===== config.mk =====
export PLATFORM = sky130hd
export DESIGN_NAME = kr_pcs_status_seed_regs
export DESIGN_NICKNAME = d
export VERILOG_FILES = /design/src/inc/kr_pcs_pkg.sv /design/src/rtl/kr_pcs_status_seed_regs.sv /design/src/rtl/pin_sync.sv /design/src/rtl/cor_event_counter.sv
export SDC_FILE = /design/constraint.sdc
export NUM_CORES = 1
export LEC_CHECK = 0
export ABC_AREA = 1
export BUFFER_PORTS_ARGS = -buffer_cell sky130_fd_sc_hd__buf_2
export CAP_MARGIN = 0
export CORE_MARGIN = 4
export CORE_UTILIZATION = 58
export DETAILED_ROUTE_END_ITERATION = 12
export GPL_ROUTABILITY_DRIVEN = 0
export PLACE_DENSITY = 0.79
export SLEW_MARGIN = 30
export SYNTH_ARGS = -nofsm -noshare
export SYNTH_HDL_FRONTEND = slang
export SYNTH_SLANG_ARGS = --single-unit

===== constraint.sdc =====
create_clock -name clock -period 2.3 [get_ports clock]
set_input_delay 0.23 -clock clock [delete_from_list [all_inputs] [get_ports clock]]
set_output_delay 0.23 -clock clock [all_outputs]
set_load 0.05 [all_outputs]

===== src/inc/kr_pcs_pkg.sv =====
/*
  Constants, encodings and carrier types for the KR PCS status and seed register block.
  Assumes a Clause 45 management frame decoder inside the block and same-clock PCS inputs.
*/
package kr_pcs_pkg;
  // register addresses within the PCS device
  localparam logic [15:0] OFS_PRESENCE_FAULT = 16'h0001;
  localparam logic [15:0] OFS_LINK_LOCK = 16'h0020;
  localparam logic [15:0] OFS_LATCHED = 16'h0021;
  localparam logic [15:0] OFS_SEED_A0 = 16'h0022;
  localparam logic [15:0] OFS_SEED_A1 = 16'h0023;
  localparam logic [15:0] OFS_SEED_A2 = 16'h0024;
  localparam logic [15:0] OFS_SEED_A3 = 16'h0025;
  localparam logic [15:0] OFS_SEED_B0 = 16'h0026;
  localparam logic [15:0] OFS_SEED_B1 = 16'h0027;
  localparam logic [15:0] OFS_SEED_B2 = 16'h0028;
  // field positions
  localparam int POS_PRESENCE = 14;
  localparam int POS_TX_FAULT = 11;
  localparam int POS_RX_FAULT = 10;
  localparam int POS_BASE_R = 0;
  localparam int POS_RX_LINK = 12;
  localparam int POS_PATTERN_ABILITY = 2;
  localparam int POS_HIGH_BER = 1;
  localparam int POS_BLOCK_LOCK = 0;
  localparam int POS_LOCK_LATCHED = 15;
  localparam int POS_BER_LATCHED = 14;
  localparam int POS_BAD_HEADER = 8;
  localparam int POS_ERR_BLOCK = 0;
  // field widths and fixed values
  localparam int BAD_HEADER_W = 6;
  localparam int ERR_BLOCK_W = 8;
  localparam int SEED_A_W = 58;
  localparam int SEED_B_W = 48;
  localparam int SEED_TOP_W = 10;
  localparam logic [1:0] PRESENCE_CODE = 2'b10;
  localparam logic [15:0] READ_NONE = 16'h0000;
  // management frame layout
  localparam logic [4:0] PCS_DEVAD = 5'h03;
  localparam logic [5:0] PREAMBLE_LEN = 6'h20;
  localparam logic [4:0] HEADER_LAST = 5'h0C;
  localparam logic [4:0] TURN_LAST = 5'h01;
  localparam logic [4:0] DATA_LAST = 5'h0F;
  typedef enum logic [1:0] {
    op_address = 2'b00,
    op_write = 2'b01,
    op_read_inc = 2'b10,
    op_read = 2'b11
  } mdio_op_t;
  // live conditions from the PCS datapath
  typedef struct packed {
    logic rx_link;
    logic block_lock;
    logic high_ber;
    logic tx_fault;
    logic rx_fault;
  } pcs_condition_t;
  // one-cycle state entry pulses from the PCS state machines
  typedef struct packed {
    logic bad_sync_header_state;
    logic rx_error_state;
  } pcs_event_t;
  typedef struct packed {
    logic [SEED_A_W-1:0] pattern_seed_a;
    logic [SEED_B_W-1:0] pattern_seed_b;
  } pattern_seed_t;
endpackage : kr_pcs_pkg


===== src/rtl/kr_pcs_status_seed_regs.sv =====
/*
  PCS status and pattern seed registers behind a Clause 45 management slave.
  Assumes condition and event inputs come from PCS logic on clock; mdc, mdio_in and
  port_address are pins and are synchronised here.
*/
// Operation
// presence field always reads binary 10
// transmit fault latches high until its register is read
// receive fault latches high until its register is read
// base-r capability bit always reads one
// receive link bit shows live link state
// pattern-test ability bit always reads one
// live block-lock bit follows the block lock condition
// live high-error-rate bit follows the high error rate condition
// latched-low block lock remembers any loss until read
// latched-high error rate remembers any occurrence until read
// six-bit counter of bad sync header entries, cleared on read
// eight-bit counter of receive error state entries, cleared on read
// errored-block count mirrored elsewhere; either read clears it
// seed A is 58 writable bits in four words, reset zero
// lower 48 bits of seed B in three writable words, reset zero
// host reaches these only through frames addressed to device 3
// latched-high bits hold until read, then follow the condition
// latched-low bits hold until read, then follow the condition
`timescale 1ns/1ns
module kr_pcs_status_seed_regs #(
  parameter int BAD_HEADER_WIDTH = kr_pcs_pkg::BAD_HEADER_W,
  parameter int ERR_BLOCK_WIDTH = kr_pcs_pkg::ERR_BLOCK_W
) (
  input wire logic clock,
  input wire logic rstn,
  input wire logic mdc,
  input wire logic mdio_in,
  output logic mdio_out,
  output logic mdio_oe,
  input wire logic [4:0] port_address,
  input wire kr_pcs_pkg::pcs_condition_t condition,
  input wire kr_pcs_pkg::pcs_event_t events,
  input wire logic mirror_read,
  output logic [kr_pcs_pkg::ERR_BLOCK_W-1:0] errored_block_counter,
  output kr_pcs_pkg::pattern_seed_t seeds
);
  import kr_pcs_pkg::*;

  typedef enum logic [1:0] {
    st_idle,
    st_header,
    st_turn,
    st_data
  } frame_state_t;

  if (BAD_HEADER_WIDTH != BAD_HEADER_W || ERR_BLOCK_WIDTH != ERR_BLOCK_W)
  begin : g_bad_width
    $error("counter widths must match their register fields");
  end

  logic [6:0] pins_s;
  logic mdc_s;
  logic mdio_s;
  logic [4:0] prtad_s;
  logic mdc_prev_q;
  logic mdc_rise;
  frame_state_t state_q;
  logic [5:0] preamble_q;
  logic [4:0] bit_q;
  logic [15:0] shift_q;
  logic [12:0] header;
  logic [15:0] wdata;
  mdio_op_t op_q;
  logic hit_q;
  logic header_ok;
  logic header_hit;
  logic read_now;
  logic write_now;
  logic [15:0] addr_q;
  logic [15:0] rdata_q;
  logic [15:0] read_value;
  logic rd_status;
  logic rd_latched;
  logic tx_fault_q;
  logic rx_fault_q;
  logic lock_ll_q;
  logic ber_lh_q;
  logic [SEED_A_W-1:0] seed_a_q;
  logic [SEED_B_W-1:0] seed_b_q;
  logic [BAD_HEADER_W-1:0] bad_header_counter;

  pin_sync #(
    .WIDTH(7)
  ) u_pin_sync (
    .clock(clock),
    .rstn(rstn),
    .din({mdc, mdio_in, port_address}),
    .dout(pins_s)
  );

  assign mdc_s = pins_s[6];
  assign mdio_s = pins_s[5];
  assign prtad_s = pins_s[4:0];
  assign mdc_rise = mdc_s & ~mdc_prev_q;
  assign header = {shift_q[11:0], mdio_s};
  assign wdata = {shift_q[14:0], mdio_s};

  // frames for any other device are followed but never answered
  assign header_ok = (header[12] == 1'b0);
  assign header_hit = header_ok && header[9:5] == prtad_s && header[4:0] == PCS_DEVAD;

  assign read_now = mdc_rise && state_q == st_header && bit_q == HEADER_LAST && header_hit
    && header[11];
  assign write_now = mdc_rise && state_q == st_data && bit_q == DATA_LAST && hit_q
    && op_q == op_write;
  assign rd_status = read_now && addr_q == OFS_PRESENCE_FAULT;
  assign rd_latched = read_now && addr_q == OFS_LATCHED;

  always_ff @(posedge clock or negedge rstn)
  begin
    if (!rstn)
      mdc_prev_q <= 1'b0;
    else
      mdc_prev_q <= mdc_s;
  end

  // frame tracking: preamble, header, turnaround, data
  always_ff @(posedge clock or negedge rstn)
  begin
    if (!rstn)
    begin
      state_q <= st_idle;
      preamble_q <= '0;
      bit_q <= '0;
      shift_q <= '0;
      op_q <= op_address;
      hit_q <= 1'b0;
    end
    else if (mdc_rise)
    begin
      unique case (state_q)
        st_idle:
        begin
          if (mdio_s)
          begin
            if (preamble_q != PREAMBLE_LEN)
              preamble_q <= preamble_q + 6'h01;
          end
          else
          begin
            preamble_q <= '0;
            bit_q <= '0;
            // a zero after a full preamble is the first start bit
            if (preamble_q == PREAMBLE_LEN)
              state_q <= st_header;
          end
        end
        st_header:
        begin
          shift_q <= wdata;
          bit_q <= bit_q + 5'h01;
          if (bit_q == HEADER_LAST)
          begin
            bit_q <= '0;
            op_q <= mdio_op_t'(header[11:10]);
            hit_q <= header_hit;
            state_q <= header_ok ? st_turn : st_idle;
          end
        end
        st_turn:
        begin
          bit_q <= bit_q + 5'h01;
          if (bit_q == TURN_LAST)
          begin
            bit_q <= '0;
            state_q <= st_data;
          end
        end
        st_data:
        begin
          shift_q <= wdata;
          bit_q <= bit_q + 5'h01;
          if (bit_q == DATA_LAST)
          begin
            bit_q <= '0;
            state_q <= st_idle;
          end
        end
      endcase
    end
  end

  // address register, with post-read increment
  always_ff @(posedge clock or negedge rstn)
  begin
    if (!rstn)
      addr_q <= '0;
    else if (read_now && header[10] == 1'b0)
      addr_q <= addr_q + 16'h0001;
    else if (mdc_rise && state_q == st_data && bit_q == DATA_LAST && hit_q
      && op_q == op_address)
      addr_q <= wdata;
  end

  // read data mux; unmapped addresses read as zero
  always_comb
  begin
    read_value = READ_NONE;
    unique case (addr_q)
      OFS_PRESENCE_FAULT:
      begin
        read_value[POS_PRESENCE +: 2] = PRESENCE_CODE;
        read_value[POS_TX_FAULT] = tx_fault_q;
        read_value[POS_RX_FAULT] = rx_fault_q;
        read_value[POS_BASE_R] = 1'b1;
      end
      OFS_LINK_LOCK:
      begin
        read_value[POS_RX_LINK] = condition.rx_link;
        read_value[POS_PATTERN_ABILITY] = 1'b1;
        read_value[POS_HIGH_BER] = condition.high_ber;
        read_value[POS_BLOCK_LOCK] = condition.block_lock;
      end
      OFS_LATCHED:
      begin
        read_value[POS_LOCK_LATCHED] = lock_ll_q;
        read_value[POS_BER_LATCHED] = ber_lh_q;
        read_value[POS_BAD_HEADER +: BAD_HEADER_W] = bad_header_counter;
        read_value[POS_ERR_BLOCK +: ERR_BLOCK_W] = errored_block_counter;
      end
      OFS_SEED_A0: read_value = seed_a_q[15:0];
      OFS_SEED_A1: read_value = seed_a_q[31:16];
      OFS_SEED_A2: read_value = seed_a_q[47:32];
      OFS_SEED_A3: read_value[SEED_TOP_W-1:0] = seed_a_q[57:48];
      OFS_SEED_B0: read_value = seed_b_q[15:0];
      OFS_SEED_B1: read_value = seed_b_q[31:16];
      OFS_SEED_B2: read_value = seed_b_q[47:32];
      default: read_value = READ_NONE;
    endcase
  end

  // read data is captured at the end of the header so clear-on-read hits exactly once
  always_ff @(posedge clock or negedge rstn)
  begin
    if (!rstn)
    begin
      rdata_q <= '0;
      mdio_out <= 1'b1;
      mdio_oe <= 1'b0;
    end
    else if (read_now)
      rdata_q <= read_value;
    else if (mdc_rise && hit_q && op_q[1])
    begin
      if (state_q == st_turn && bit_q == '0)
      begin
        mdio_oe <= 1'b1;
        mdio_out <= 1'b0;
      end
      else if (state_q == st_turn || (state_q == st_data && bit_q != DATA_LAST))
      begin
        mdio_out <= rdata_q[15];
        rdata_q <= {rdata_q[14:0], 1'b0};
      end
      else if (state_q == st_data)
      begin
        mdio_oe <= 1'b0;
        mdio_out <= 1'b1;
      end
    end
  end

  // latched-high faults: a fault in the read cycle survives the read
  always_ff @(posedge clock or negedge rstn)
  begin
    if (!rstn)
    begin
      tx_fault_q <= 1'b0;
      rx_fault_q <= 1'b0;
    end
    else
    begin
      tx_fault_q <= condition.tx_fault | (tx_fault_q & ~rd_status);
      rx_fault_q <= condition.rx_fault | (rx_fault_q & ~rd_status);
    end
  end

  // latched lock and error rate; lock reads zero until the first read after reset
  always_ff @(posedge clock or negedge rstn)
  begin
    if (!rstn)
    begin
      lock_ll_q <= 1'b0;
      ber_lh_q <= 1'b0;
    end
    else
    begin
      lock_ll_q <= condition.block_lock & (lock_ll_q | rd_latched);
      ber_lh_q <= condition.high_ber | (ber_lh_q & ~rd_latched);
    end
  end

  cor_event_counter #(
    .WIDTH(BAD_HEADER_W)
  ) u_bad_header (
    .clock(clock),
    .rstn(rstn),
    .bump(events.bad_sync_header_state),
    .clear(rd_latched),
    .count(bad_header_counter)
  );

  // the mirror location shares this counter, so its read clears it too
  cor_event_counter #(
    .WIDTH(ERR_BLOCK_W)
  ) u_errored_block (
    .clock(clock),
    .rstn(rstn),
    .bump(events.rx_error_state),
    .clear(rd_latched | mirror_read),
    .count(errored_block_counter)
  );

  // seed words
  always_ff @(posedge clock or negedge rstn)
  begin
    if (!rstn)
    begin
      seed_a_q <= '0;
      seed_b_q <= '0;
    end
    else if (write_now)
    begin
      unique case (addr_q)
        OFS_SEED_A0: seed_a_q[15:0] <= wdata;
        OFS_SEED_A1: seed_a_q[31:16] <= wdata;
        OFS_SEED_A2: seed_a_q[47:32] <= wdata;
        OFS_SEED_A3: seed_a_q[57:48] <= wdata[SEED_TOP_W-1:0];
        OFS_SEED_B0: seed_b_q[15:0] <= wdata;
        OFS_SEED_B1: seed_b_q[31:16] <= wdata;
        OFS_SEED_B2: seed_b_q[47:32] <= wdata;
        default: seed_b_q <= seed_b_q;
      endcase
    end
  end

  assign seeds.pattern_seed_a = seed_a_q;
  assign seeds.pattern_seed_b = seed_b_q;
endmodule : kr_pcs_status_seed_regs


===== src/rtl/pin_sync.sv =====
/*
  Two-flop synchroniser for a bundle of asynchronous pins.
  Assumes each bit is an independent slow level; no bus coherence is promised.
*/
`timescale 1ns/1ns
module pin_sync #(
  parameter int WIDTH = 1
) (
  input wire logic clock,
  input wire logic rstn,
  input wire logic [WIDTH-1:0] din,
  output logic [WIDTH-1:0] dout
);
  logic [WIDTH-1:0] meta_q;

  if (WIDTH < 1)
  begin : g_bad_width
    $error("pin_sync width must be at least one");
  end

  // first stage feeds only the second stage
  always_ff @(posedge clock or negedge rstn)
  begin
    if (!rstn)
    begin
      meta_q <= '0;
      dout <= '0;
    end
    else
    begin
      meta_q <= din;
      dout <= meta_q;
    end
  end
endmodule : pin_sync


===== src/rtl/cor_event_counter.sv =====
/*
  Saturating event counter that clears when its owning register is read.
  Assumes bump is a one-cycle pulse on the same clock as the reader.
*/
`timescale 1ns/1ns
module cor_event_counter #(
  parameter int WIDTH = 8
) (
  input wire logic clock,
  input wire logic rstn,
  input wire logic bump,
  input wire logic clear,
  output logic [WIDTH-1:0] count
);
  if (WIDTH < 1 || WIDTH > 16)
  begin : g_bad_width
    $error("cor_event_counter width must be 1 to 16");
  end

  // an event in the clear cycle is kept as the first count
  always_ff @(posedge clock or negedge rstn)
  begin
    if (!rstn)
      count <= '0;
    else if (clear)
      count <= {{(WIDTH-1){1'b0}}, bump};
    else if (bump && count != {WIDTH{1'b1}})
      count <= count + {{(WIDTH-1){1'b0}}, 1'b1};
  end
endmodule : cor_event_counter


==> impl_metrics.py <==
metrics = {
    "clock_network": {
        "h-tree-depth": 1,
        "clkSlewWorstSetupHoldPaths_ps": 60,
        "cts_buffers": 22,
        "cts_tree": "yes",
        "root_buffer": "clkbuf_16",
        "cts.sinks": 204,
        "cts.path.max_buffers": 3,
        "clock_latency_ps": 510,
    },
    "global_routing": {
        "grt.overflow.total": 0,
        "grt_max_degree": 62,
        "grt_pass1_wl_um": 47800,
        "grt_pass1_vias": 9025,
        "antenna_found_initial": 0,
        "track_usage_pct": 30.3,
    },
    "finish": {
        "syn2layout_area_growth_pct": 19.4,
        "stdcell_count": 1674,
        "drive_above_1_share_pct": 18.3,
        "postLayoutCoreUtil_pct": 70.4,
        "num_antenna_cells": 0,
        "nNetsFinal": 1463,
        "design_area_mm2": 0.0121,
    },
    "hold_path": {
        "whs_endpoint": "u_bad_header.count[0]",
        "min_from": "events[1]",
        "min_path_type": "in2reg",
        "whs_path_depth": 3,
    },
    "synthesis": {
        "synth-edff-count": 0,
        "synth-seq-cells": 204,
        "synth-main-ff-cell": "dfrtp_1",
        "synthesis.area_mm2": 0.0102,
        "async_reset_ff_share_pct": 100,
        "synthCells": 1281,
        "ys.warnings.count": 0,
        "synth_nets": 1311,
        "ys_types": 37,
        "ys_seq_area_share_pct": 50.2,
        "synth_area_per_cell_um2": 7.94,
    },
    "power": {
        "p_int_uw": 6110,
        "p_clk_share_pct": 48.1,
        "switching_share_pct": 22.2,
        "power_frac_comb_pct": 4.3,
        "p_leak_uw": 0.00621,
        "p_sw_uw": 1740,
        "p_seq_share_pct": 47.6,
        "powerDensity_mw_per_mm2": 646,
        "vdd_drop_max_v": 0.000629,
    },
    "detailed_routing": {
        "drt-wirelength-per-cell_um": 17.9,
        "first_iter_violations": 819,
        "drc": 0,
        "num_vias": 9505,
        "first_pass_iters": 5,
        "via_per_inst": 5.68,
        "wl_um": 30000,
        "postRouteAntennaNets": 0,
    },
    "setup_path": {
        "critical_path_arrival_ps": 2620,
        "worstPathRequired_ps": 2750,
        "worst_setup_path_end_kind": "register",
        "startpoint": "bit_q[0]",
        "rr_endpoint": "rdata_q[2]",
        "reg2regPathDepth": 13,
        "critical_path.max_fanout": 15,
        "reg2reg_from": "bit_q[0]",
        "rrSetupSlack_ps": 120,
        "cp-start-kind": "register",
        "path_class": "reg2reg",
    },
    "floorplanning": {
        "dieWidth_um": 140,
        "rows": 48,
        "die_area_mm2": 0.0197,
        "coreArea_mm2": 0.0172,
        "start_util_pct": 59.0,
        "io_pins": 133,
        "fp.dieH_um": 140,
    },
    "sta": {
        "post-route-period-util_pct": 94.6,
        "fmax_mhz": 460,
        "hold_viol": 0,
        "finClkSkew_ps": 9.86,
        "drv_slew": 0,
        "timing.slew.headroom_pct": 61.4,
        "min_period_ps": 2180,
        "finalSetupViolations": 0,
        "worstMarginPinSlew_ps": 578,
    },
    "place": {
        "dp_hpwl_um": 20800,
        "place_area_mm2": 0.0112,
        "numPortBuffers": 132,
        "dp_cells": 1619,
    },
    "run_status": {
        "outcome": "finished clean",
    },
    "flow_run": {
        "max_cap_viol_count": 0,
    },
}
synth_stat cells, types with 2 or more instances:
cell / number / area, um^2
nand2_1: 396 / 1490
dfrtp_1: 203 / 5080
nor2_1: 123 / 462
nand3_1: 120 / 601
o21ai_0: 118 / 591
inv_1: 82 / 308
a21oi_1: 36 / 180
o21ai_1: 26 / 130
clkbuf_1: 20 / 75.1
buf_2: 18 / 90.1
xor2_1: 17 / 149
ha_1: 13 / 163
nand4_1: 12 / 75.1
nor2_4: 11 / 124
buf_4: 10 / 75.1
inv_2: 10 / 37.5
nor3_1: 8 / 40.0
o22ai_1: 8 / 50.1
nor2_2: 7 / 43.8
buf_6: 5 / 56.3
nand2_2: 5 / 31.3
xnor2_1: 4 / 35.0
a31oi_1: 3 / 18.8
nand2_4: 3 / 33.8
nand3_2: 3 / 30.0
nor4_1: 3 / 18.8
o21bai_1: 3 / 22.5
or2_2: 3 / 18.8
clkinv_1: 2 / 7.51
nor2_8: 2 / 40.0
layer usage:
metal,routed length (um),vias up,global-route usage (%)
met5,0,-,0
met4,1450,0,12.7
met3,3020,95,8.16
met2,13500,462,47.0
met1,12100,4493,40.6
li1,-,4455,-
repair_timing:
action / 4_1_cts / 5_1_grt
setup buffers: 0 / 2
hold endpoints to repair: 55 / 0
hold buffers: 13 / 0
pin swaps: 0 / 3
gates cloned: 0 / 0
resized for setup: 1 / 14
setup endpoints to repair: 3 / 142
kinds of logic (layout without fill, tap and decap cells):
kind of cell,after synthesis,count (layout),synth area share [%]
simple gates,701,701,30.2
flops,204,204,50.2
compound gates,195,195,9.84
buf+inv,147,315,6.38
xor+xnor,21,21,1.81
fa+ha+maj,13,13,1.60
worst max-delay path: stages (launching register included):
cell,delay (ps)
dfrtp_2,440
inv_1,70
ha_1,140
inv_1,50
nor2_2,110
nand3_2,120
nor2_4,210
nand4_2,140
nor2_4,220
nand2_8,150
nand2_4,100
buf_4,210
nand2_1,90
nand2_1,60
how the worst max path moves through the flow:
stage	end	slack, ps	depth (start not counted)
after CTS	ber_lh_q	10	11
after global routing	addr_q[14]	-30	13
after global placement	ber_lh_q	110	11
final	rdata_q[2]	120	13
after floorplan	seed_b_q[42]	290	12
after detailed placement	seed_a_q[55]	30	11
layout make-up:
cell class,instances,area [um^2]
Tap cell,225,282
Inverter,94,353
Fill cell,1343,5090
Clock inverter,11,134
Clock buffer,29,648
Multi-Input combinational cell,930,4460
Timing Repair Buffer,181,1160
Sequential cell,204,5110
power groups by stage:
| stage | clock (uW) | combinational [uW] | sequential (uW) |
|---|---|---|---|
| detailed placement | 0 | 326 | 3790 |
| global route | 3960 | 393 | 3740 |
| global placement | 0 | 319 | 3790 |
| CTS | 3810 | 346 | 3730 |
| finish | 3770 | 341 | 3730 |
| floorplan | 0 | 164 | 3800 |
layout by cell type (no fill, tap or decap), types with 7 or more instances in the layout:
cell type and instances:
o22ai_1 8, o21ai_0 118, nand2_1 395, nor2_1 119
a21oi_1 36, clkbuf_16 23, dlygate4sd3_1 13, ha_1 13
clkinv_2 7, dfrtp_1 202, nor2_2 10, nand3_1 117
nor3_1 8, buf_2 131, o21ai_1 26, nand4_1 12
buf_4 27, inv_1 81, inv_2 11, nor2_4 12
xor2_1 17
sequential cells by signal, summed over array words and instances, names as in the netlist, 2 cells and up, named ones only:
register	count
u_pin_sync.meta_q	7
u_pin_sync.dout	7
seed_a_q	58
u_bad_header.count	6
preamble_q	6
op_q	2
rdata_q	16
u_errored_block.count	8
seed_b_q	48
addr_q	16
shift_q	15
bit_q	5
stage by stage:
| stage | hold slack [ps] | setup WS (ps) | TNS (ps) | total power, uW |
|---|---|---|---|---|
| 4_1_cts | 1.16 | 13.0 | 0 | 7880 |
| 5_1_grt | 65.9 | -33.4 | -34.9 | 8090 |
| 3_5_place_dp | 199 | 26.9 | 0 | 4120 |
| 2_1_floorplan | -65.6 | 290 | 0 | 3960 |
| 3_3_place_gp | 200 | 113 | 0 | 4110 |
| 6_report | 9.66 | 124 | 0 | 7850 |
(Power assumes the default switching activity.)
